--- src/verilog/egdc_defs.vh ---
`ifndef EGDC_DEFS_VH
`define EGDC_DEFS_VH
// ****************************************
// register byte offsets
// ****************************************
`define EGDC_OFS_CTRL 6'h00
`define EGDC_OFS_ENC_LINES 6'h04
`define EGDC_OFS_PPR 6'h08
`define EGDC_OFS_NUM 6'h0c
`define EGDC_OFS_DEN1 6'h10
`define EGDC_OFS_DEN2 6'h14
`define EGDC_OFS_DEN3 6'h18
`define EGDC_OFS_DEN4 6'h1c
`define EGDC_OFS_STATUS 6'h20
`define EGDC_OFS_MASK 6'h24
`define EGDC_OFS_LIVE 6'h28
`define EGDC_OFS_DEV_LO 6'h2c
`define EGDC_OFS_DEV_HI 6'h30
// ****************************************
// control field positions
// ****************************************
`define EGDC_CTRL_METHOD_LSB 0
`define EGDC_CTRL_SWCOND_BIT 2
`define EGDC_CTRL_FORM_BIT 3
`define EGDC_CTRL_ENCINC_BIT 4
`define EGDC_CTRL_BITS_LSB 5
`define EGDC_CTRL_ASG_LOW_BIT 10
`define EGDC_CTRL_ASG_HIGH_BIT 11
// ****************************************
// status bits
// ****************************************
`define EGDC_ST_CLEARED 0
`define EGDC_ST_FAULT 1
`define EGDC_ST_SWITCHED 2
// ****************************************
// reset values and limits
// ****************************************
`define EGDC_RST_CTRL 12'h220
`define EGDC_RST_ENC_LINES 16'h09c4
`define EGDC_RST_PPR 24'h200000
`define EGDC_MAX_PPR 24'h800000
`define EGDC_RST_NUM 31'h00800000
`define EGDC_RST_DEN 31'h00002710
`define EGDC_MAX_GEAR 31'h40000000
`define EGDC_RATIO_LO_MUL 1000
`define EGDC_RATIO_HI_MUL 30000
`define EGDC_MAX_ENC_BITS 5'd30
// ****************************************
// timing
// ****************************************
`define EGDC_CLK_MHZ 100
`define EGDC_SWITCH_QUIET_MS 3
`endif

--- src/verilog/egdc_core.v ---
`timescale 1ns/1ps
`include "egdc_defs.vh"

// Behaviour
// - clear input rising edge clears deviation
// - method 1: clear when disabled or faulted
// - method 2: clear when disabled or input valid
// - nonzero pulses per rev overrides four sets
// - pulses per rev 0..8388608, default 2097152
// - fault unless ratio strictly between 0.001 and 30000
// - serial encoder resolution is two to bits, bits above 30 read as 30
// - incremental encoder resolution is lines times four
// - set switchover only with pulses per rev zero
// - exactly one gear set active always
// - condition 0 waits 3 ms quiet; 1 immediate
// - select inputs pick denominator, numerator shared
// - unassigned select input reads as invalid
module egdc_core #(
  parameter QUIET_CYCLES = `EGDC_SWITCH_QUIET_MS * 1000 * `EGDC_CLK_MHZ
) (
  // clock and reset
  input wire core_clk_i,
  input wire nrst_i,
  // avalon-mm slave
  input wire [5:0] avs_address_i,
  input wire avs_read_i,
  input wire avs_write_i,
  input wire [31:0] avs_writedata_i,
  output reg [31:0] avs_readdata_o,
  output reg avs_waitrequest_o,
  // reference and feedback pulses, asynchronous
  input wire ref_pulse_i,
  input wire ref_dir_i,
  input wire fb_pulse_i,
  input wire fb_dir_i,
  // drive state and digital inputs, asynchronous
  input wire servo_enable_i,
  input wire servo_stopped_i,
  input wire fault_alarm_i,
  input wire deviation_clear_input_i,
  input wire gear_select_low_i,
  input wire gear_select_high_i,
  // status outputs
  output reg irq_o,
  output reg gear_ratio_fault_o,
  output reg [3:0] active_set_o
);

  // ****************************************
  // helpers
  // ****************************************
  // encoder resolution from type, bit count and line count
  function [30:0] enc_res;
    input inc;
    input [4:0] bits;
    input [15:0] lines;
    begin
      if (inc) begin
        enc_res = {13'h0000, lines, 2'b00};
      end else if (bits > `EGDC_MAX_ENC_BITS) begin
        enc_res = `EGDC_MAX_GEAR;
      end else begin
        enc_res = 31'h00000001 << bits;
      end
    end
  endfunction

  // limit check for numerator and denominator writes
  function gear_ok;
    input [31:0] v;
    begin
      gear_ok = (v != 32'h0) && (v <= {1'b0, `EGDC_MAX_GEAR});
    end
  endfunction

  // ****************************************
  // input synchronisers
  // ****************************************
  localparam NSYNC = 8;
  wire [NSYNC-1:0] raw_w;
  reg [NSYNC-1:0] s1_q; // first stage, read only by s2_q
  reg [NSYNC-1:0] s2_q; // usable stage
  reg [NSYNC-1:0] s3_q; // history for edge detection
  assign raw_w = {gear_select_high_i, gear_select_low_i, deviation_clear_input_i,
                  fault_alarm_i, servo_stopped_i, servo_enable_i,
                  fb_pulse_i, ref_pulse_i};

  // two flops per pin plus one history flop
  always @(posedge core_clk_i or negedge nrst_i) begin
    if (!nrst_i) begin
      s1_q <= {NSYNC{1'b0}};
      s2_q <= {NSYNC{1'b0}};
      s3_q <= {NSYNC{1'b0}};
    end else begin
      s1_q <= raw_w;
      s2_q <= s1_q;
      s3_q <= s2_q;
    end
  end

  // direction pins settle long before the pulse edge, so two flops suffice
  reg [1:0] rdir1_q;
  reg [1:0] rdir2_q;
  always @(posedge core_clk_i or negedge nrst_i) begin
    if (!nrst_i) begin
      rdir1_q <= 2'b00;
      rdir2_q <= 2'b00;
    end else begin
      rdir1_q <= {fb_dir_i, ref_dir_i};
      rdir2_q <= rdir1_q;
    end
  end

  wire ref_evt = s2_q[0] & ~s3_q[0]; // one count per rising edge
  wire fb_evt = s2_q[1] & ~s3_q[1];
  wire servo_en = s2_q[2];
  wire stopped = s2_q[3];
  wire faulted = s2_q[4];
  wire clr_lvl = s2_q[5];
  wire clr_edge = s2_q[5] & ~s3_q[5];

  // ****************************************
  // software registers
  // ****************************************
  reg [11:0] ctrl_q; // method, switch condition, form, encoder, assignments
  reg [15:0] lines_q; // incremental encoder line count
  reg [23:0] ppr_q; // pulses per revolution
  reg [30:0] num_q; // shared numerator
  reg [30:0] den_q [0:3]; // four denominators
  reg [2:0] status_q; // sticky events
  reg [2:0] mask_q; // interrupt enables
  reg signed [63:0] dev_q; // deviation in 1/A encoder counts
  reg [3:0] set_q; // one-hot active set
  reg fault_q; // live ratio fault level
  reg wait_q; // waitrequest, high when idle
  wire [1:0] method = ctrl_q[`EGDC_CTRL_METHOD_LSB +: 2];
  wire sw_cond = ctrl_q[`EGDC_CTRL_SWCOND_BIT];
  wire clr_form = ctrl_q[`EGDC_CTRL_FORM_BIT];
  wire req_w = avs_read_i | avs_write_i;
  wire take_w = req_w & ~wait_q; // transfer completes at this edge
  wire wr_w = take_w & avs_write_i;

  // ****************************************
  // gear ratio selection
  // ****************************************
  wire sel_lo = s2_q[6] & ctrl_q[`EGDC_CTRL_ASG_LOW_BIT];
  wire sel_hi = s2_q[7] & ctrl_q[`EGDC_CTRL_ASG_HIGH_BIT];
  wire [3:0] req_set = 4'b0001 << {sel_hi, sel_lo};
  reg [30:0] den_sel;
  reg [30:0] gear_b;
  reg [30:0] gear_a;
  // ratio b/a, pulses per rev takes precedence over the sets
  always @* begin
    case (set_q)
      4'b0010: den_sel = den_q[1];
      4'b0100: den_sel = den_q[2];
      4'b1000: den_sel = den_q[3];
      default: den_sel = den_q[0];
    endcase
    if (ppr_q != 24'h000000) begin
      gear_b = enc_res(ctrl_q[`EGDC_CTRL_ENCINC_BIT], ctrl_q[`EGDC_CTRL_BITS_LSB +: 5],
                       lines_q);
      gear_a = {7'h00, ppr_q};
    end else begin
      gear_b = num_q;
      gear_a = den_sel;
    end
  end
  // 0.001 < b/a < 30000 checked without division
  wire [47:0] b_lo = {17'h00000, gear_b} * `EGDC_RATIO_LO_MUL;
  wire [47:0] a_hi = {17'h00000, gear_a} * `EGDC_RATIO_HI_MUL;
  wire fault_w = (b_lo <= {17'h00000, gear_a}) | ({17'h00000, gear_b} >= a_hi);

  // ****************************************
  // switchover timer and active set
  // ****************************************
  reg [31:0] quiet_q; // cycles since last reference pulse
  wire quiet_w = (quiet_q >= QUIET_CYCLES);
  wire sw_ok = (ppr_q == 24'h000000) && (req_set != set_q) && (sw_cond || quiet_w);

  // quiet counter saturates, restarts on any reference pulse
  always @(posedge core_clk_i or negedge nrst_i) begin
    if (!nrst_i) begin
      quiet_q <= 32'h0;
    end else if (ref_evt) begin
      quiet_q <= 32'h0;
    end else if (!quiet_w) begin
      quiet_q <= quiet_q + 32'h1;
    end
  end

  // active set kept one-hot; req_set is one-hot by construction
  always @(posedge core_clk_i or negedge nrst_i) begin
    if (!nrst_i) begin
      set_q <= 4'b0001;
    end else if (sw_ok) begin
      set_q <= req_set;
    end
  end

  // ****************************************
  // deviation counter
  // ****************************************
  reg clr_w;
  // clearing condition per method
  always @* begin
    case (method)
      2'd0: clr_w = ~servo_en | stopped;
      2'd1: clr_w = ~servo_en | faulted;
      2'd2: clr_w = ~servo_en | (clr_form ? clr_lvl : clr_edge);
      default: clr_w = ~servo_en;
    endcase
    if (clr_edge) begin
      clr_w = 1'b1;
    end
  end

  wire signed [63:0] b_s = {33'h0, gear_b};
  wire signed [63:0] a_s = {33'h0, gear_a};
  wire signed [63:0] ref_d = ref_evt ? (rdir2_q[0] ? -b_s : b_s) : 64'sh0;
  wire signed [63:0] fb_d = fb_evt ? (rdir2_q[1] ? -a_s : a_s) : 64'sh0;
  // scaled reference minus scaled feedback; clear has priority
  always @(posedge core_clk_i or negedge nrst_i) begin
    if (!nrst_i) begin
      dev_q <= 64'sh0;
    end else if (clr_w) begin
      dev_q <= 64'sh0;
    end else begin
      dev_q <= dev_q + ref_d - fb_d;
    end
  end

  // ****************************************
  // register writes
  // ****************************************
  wire [2:0] evt_w = {sw_ok, fault_w & ~fault_q, clr_w & (dev_q != 64'sh0)};
  integer i;
  // configuration stores; out-of-range values are refused
  always @(posedge core_clk_i or negedge nrst_i) begin
    if (!nrst_i) begin
      ctrl_q <= `EGDC_RST_CTRL;
      lines_q <= `EGDC_RST_ENC_LINES;
      ppr_q <= `EGDC_RST_PPR;
      num_q <= `EGDC_RST_NUM;
      for (i = 0; i < 4; i = i + 1) begin
        den_q[i] <= `EGDC_RST_DEN;
      end
      mask_q <= 3'b000;
    end else if (wr_w) begin
      case (avs_address_i)
        `EGDC_OFS_CTRL: ctrl_q <= avs_writedata_i[11:0];
        `EGDC_OFS_ENC_LINES: lines_q <= avs_writedata_i[15:0];
        `EGDC_OFS_PPR: begin
          if (avs_writedata_i <= {8'h00, `EGDC_MAX_PPR}) begin
            ppr_q <= avs_writedata_i[23:0];
          end
        end
        `EGDC_OFS_NUM: begin
          if (gear_ok(avs_writedata_i)) begin
            num_q <= avs_writedata_i[30:0];
          end
        end
        `EGDC_OFS_DEN1, `EGDC_OFS_DEN2, `EGDC_OFS_DEN3, `EGDC_OFS_DEN4: begin
          if (gear_ok(avs_writedata_i)) begin
            den_q[avs_address_i[3:2]] <= avs_writedata_i[30:0];
          end
        end
        `EGDC_OFS_MASK: mask_q <= avs_writedata_i[2:0];
        default: ; // other offsets ignore writes
      endcase
    end
  end

  // sticky status, write one to clear; a new event beats the clear
  always @(posedge core_clk_i or negedge nrst_i) begin
    if (!nrst_i) begin
      status_q <= 3'b000;
    end else if (wr_w && avs_address_i == `EGDC_OFS_STATUS) begin
      status_q <= (status_q & ~avs_writedata_i[2:0]) | evt_w;
    end else begin
      status_q <= status_q | evt_w;
    end
  end

  // ****************************************
  // bus answer and outputs
  // ****************************************
  reg [31:0] rd_w;
  // read mux, unmapped offsets read zero
  always @* begin
    case (avs_address_i)
      `EGDC_OFS_CTRL: rd_w = {20'h0, ctrl_q};
      `EGDC_OFS_ENC_LINES: rd_w = {16'h0, lines_q};
      `EGDC_OFS_PPR: rd_w = {8'h0, ppr_q};
      `EGDC_OFS_NUM: rd_w = {1'b0, num_q};
      `EGDC_OFS_DEN1, `EGDC_OFS_DEN2, `EGDC_OFS_DEN3, `EGDC_OFS_DEN4:
        rd_w = {1'b0, den_q[avs_address_i[3:2]]};
      `EGDC_OFS_STATUS: rd_w = {29'h0, status_q};
      `EGDC_OFS_MASK: rd_w = {29'h0, mask_q};
      `EGDC_OFS_LIVE: rd_w = {27'h0, fault_q, set_q};
      `EGDC_OFS_DEV_LO: rd_w = dev_q[31:0];
      `EGDC_OFS_DEV_HI: rd_w = dev_q[63:32];
      default: rd_w = 32'h0;
    endcase
  end

  // one wait cycle per transfer; read data latched with the drop of waitrequest
  always @(posedge core_clk_i or negedge nrst_i) begin
    if (!nrst_i) begin
      wait_q <= 1'b1;
      avs_waitrequest_o <= 1'b1;
      avs_readdata_o <= 32'h0;
    end else begin
      wait_q <= ~(req_w & wait_q);
      avs_waitrequest_o <= ~(req_w & wait_q);
      if (req_w && wait_q && avs_read_i) begin
        avs_readdata_o <= rd_w;
      end
    end
  end

  // registered status outputs
  always @(posedge core_clk_i or negedge nrst_i) begin
    if (!nrst_i) begin
      fault_q <= 1'b0;
      gear_ratio_fault_o <= 1'b0;
      active_set_o <= 4'b0001;
      irq_o <= 1'b0;
    end else begin
      fault_q <= fault_w;
      gear_ratio_fault_o <= fault_w;
      active_set_o <= sw_ok ? req_set : set_q;
      irq_o <= |((status_q | evt_w) & mask_q);
    end
  end

endmodule // egdc_core

--- config.mk ---
export PLATFORM = sky130hd
export DESIGN_NAME = egdc_core
export DESIGN_NICKNAME = d
export VERILOG_FILES = /design/src/verilog/egdc_core.v
export VERILOG_INCLUDE_DIRS = /design/src /design/src/verilog
export SDC_FILE = /design/constraint.sdc
export NUM_CORES = 2
export LEC_CHECK = 0
export ABC_AREA = 1
export BUFFER_PORTS_ARGS = -buffer_cell sky130_fd_sc_hd__buf_2
export CAP_MARGIN = 30
export CORE_UTILIZATION = 41
export DETAILED_ROUTE_END_ITERATION = 6
export GPL_ROUTABILITY_DRIVEN = 0
export HOLD_SLACK_MARGIN = 0.05
export PLACE_DENSITY = 0.58
export SLEW_MARGIN = 15
export SYNTH_ARGS = -nofsm -noshare
export SYNTH_HDL_FRONTEND = slang
export SYNTH_SLANG_ARGS = --single-unit
--- constraint.sdc ---
create_clock -name core_clk_i -period 18.71 [get_ports core_clk_i]
set_clock_uncertainty 0.05 [all_clocks]
set_input_delay 2.8065 -clock core_clk_i [delete_from_list [all_inputs] [get_ports core_clk_i]]
set_output_delay 2.8065 -clock core_clk_i [all_outputs]
set_load 0.05 [all_outputs]
==> results.yml <==
run_status:
  outcome: "completed"
clock_network:
  clockBufferDepth: 3
  postCtsHoldBufs: 0
  h-tree-depth: 2
  post-cts-setup-buffers: 0
  clock_latency_ns: 0.62
  postCtsResizedCells: 0
  clk_pin_slew_ns: 0.08
  cts_buffers: 42
  cts_root_buffer: "clkbuf_16"
  clkSinkCount: 371
  cts_tree: "done"
logic_synthesis:
  synth_area_per_cell_um2: 7.33
  synth_area_um2: 40200
  synth_area_leaders: "dfrtp_1, fa_1, ha_1"
  synth_nets: 6222
  synth_most_common_cell: "nand2_1"
  synth-async-reset-ratio: 1.00
  synth_seq_cells: 371
  synth_edf_count: 0
  seq_area_frac_synth: 0.232
  synth_top_area_share: 0.212
  yosys_warnings: 0
  synth-main-ff-cell: "dfrtp_1"
  ys_top_cells_by_count: "nand2_1, inv_1, nor2_1, ha_1, dfrtp_1"
  synth_top_area_cell: "dfrtp_1"
  synth_cells: 5482
  synth.distinct_cells: 64
layout:
  finalInstanceArea_um2: 44200
  multiInputGateArea_um2: 26200
  n_antenna_cell: 0
  n_fill_cell: 9937
  synthToLayoutAreaGrowth_pct: 9.84
  fin_util: 0.456
  seq_area_um2: 9320
  nets: 6326
  drive_gt1_frac: 0.0657
route:
  firstDrtPassIters: 6
  ant_nets: 0
  drt_iter0_markers: 3647
  wl_per_cell_um: 21.9
  drc_errors: 0
  post_drt_via_cell_ratio: 5.46
  routed_wl_mm: 151
  via_count: 37678
floorplan:
  core_um2: 96900
  fp-row-count: 114
  start_util: 0.415
  num_io_pins: 91
  dieArea_um2: 99300
  die_w_um: 315
  dieHeight_um: 315
timing:
  tightest_slew_ns: 1.08
  hold_viol: 0
  min_period_ns: 9.41
  rsz0062_at_grt: "false"
  drv_slew: 0
  maxSlewHeadroom: 0.272
  setup-violations-final: 0
  min_period_over_period: 0.503
  tns_ns: 0
  fmax_mhz: 106
  layout_setup_ws_ns: 9.30
place:
  io_buffers: 90
  place_area_um2: 42600
  hpwl_mm: 122
  post-place-ws_ns: 9.43
worst_setup_path:
  cp_num_buf_inv: 7
  cp.arrival_ns: 9.91
  cp.required_ns: 19.21
  critPathSlowestCell: "dfstp_2"
  cp_common_cell: "nand2_1"
  startpoint_type: "flop"
  crit_family: "simple AND/OR/NAND/NOR gates"
  cp_slowest_stage_delay_ns: 0.61
  critPathKind: "reg -> reg"
  crit_fanout: 24
  cp-end-kind: "flop"
grt:
  grt_pass1_vias: 37048
  grt_remaining_overflow: 0
  grt_pass1_wl_mm: 229
  antenna_found_initial: 4
  grt.total_usage: 0.305
  grt_start_max_net_pins: 89
pwr:
  power_uw: 4560
  p_leak_uw: 0.0229
  ir_drop_v: 0.0000725
  p_per_area_nw_per_um2: 103
min_path:
  hp-class: "reg -> reg"
flow_run:
  drv_cap: 0
worst reg2reg max path: cells and delay by family, from the launching register on:
family	cells	cell delay, ns
AND/OR/NAND/NOR	28	3.80
flip-flops	1	0.61
buffers and inverters	7	1.16
AO/OA/AOI/OAI	2	0.34
XOR/XNOR	1	0.11
adder cells (fa/ha/maj)	7	3.29
stage by stage:
step	cells	hold slack [ns]
global route	6896	0.304
detailed placement	6813	0.285
global placement	6805	0.283
finish	6896	0.276
CTS	6891	0.281
floorplan	5482	0.281
state kept, by name (all words and copies together), names as in the netlist, 12 cells and up:
name	cells
avs_readdata_o	32
quiet_q	32
ppr_q	24
ctrl_q	12
dev_q	64
lines_q	16
num_q	31
den_q	124
layer usage:
| metal | wire (um) | share of wire | track usage |
|---|---|---|---|
| met3 | 10600 | 0.070 | 0.0397 |
| met1 | 63300 | 0.42 | 0.402 |
| met4 | 7980 | 0.053 | 0.144 |
| met5 | 27 | 0.00018 | 0 |
| met2 | 68800 | 0.46 | 0.496 |
layout by cell type, fill, tap and decap left out, types with 10 or more instances in the layout:
cell	n
xnor2_1	39
o22ai_1	42
nand3_1	169
o21ai_0	306
inv_2	11
a31oi_1	36
ha_1	375
o221ai_1	23
a22oi_1	63
o21a_1	12
a21oi_1	332
nor2_2	16
a21o_1	19
nor3_1	71
clkbuf_16	43
dfrtp_1	340
fa_1	313
inv_1	1124
buf_2	92
nand2_2	10
o211ai_1	13
nand2_1	1155
xor2_1	43
nor4_1	31
dfstp_2	31
buf_4	84
o31ai_1	11
nor2_1	433
nand4_1	70
o21ai_1	156
a221oi_1	10
o21bai_1	12
cell type report:
| class | count | share of cell area |
|---|---|---|
| Tap cell | 1276 | 0.0361 |
| Sequential cell | 371 | 0.211 |
| Inverter | 1142 | 0.0971 |
| Clock inverter | 26 | 0.00762 |
| Multi-Input combinational cell | 3844 | 0.593 |
| Clock buffer | 52 | 0.0265 |
| Timing Repair Buffer | 185 | 0.0290 |
final timing paths:
kind	to	slack, ns	from	depth (start not counted)
worst max-delay path	irq_o	9.30	set_q[0]	45
worst min-delay path	rdir2_q[1]	0.28	rdir1_q[1]	0
worst max register to register	irq_o	9.30	set_q[0]	45
worst min register to register	rdir2_q[1]	0.28	rdir1_q[1]	0
max in group asynchronous	lines_q[7]	14.49	nrst_i	5
min in group asynchronous	s1_q[2]	2.13	nrst_i	1
cells by family after synthesis:
| group | count (synthesis) | share of synthesized area |
|---|---|---|
| AND/OR/NAND/NOR | 1999 | 0.207 |
| buffers and inverters | 1267 | 0.120 |
| AO/OA/AOI/OAI | 1075 | 0.151 |
| adder cells (fa/ha/maj) | 688 | 0.273 |
| flip-flops | 371 | 0.232 |
| XOR/XNOR | 82 | 0.0179 |
report_power, final:
group	switching, uW	total, uW	internal [uW]
combinational	1880	2710	831
sequential	57.5	931	873
clock	393	915	523
Power figures use the tool's default switching activity.
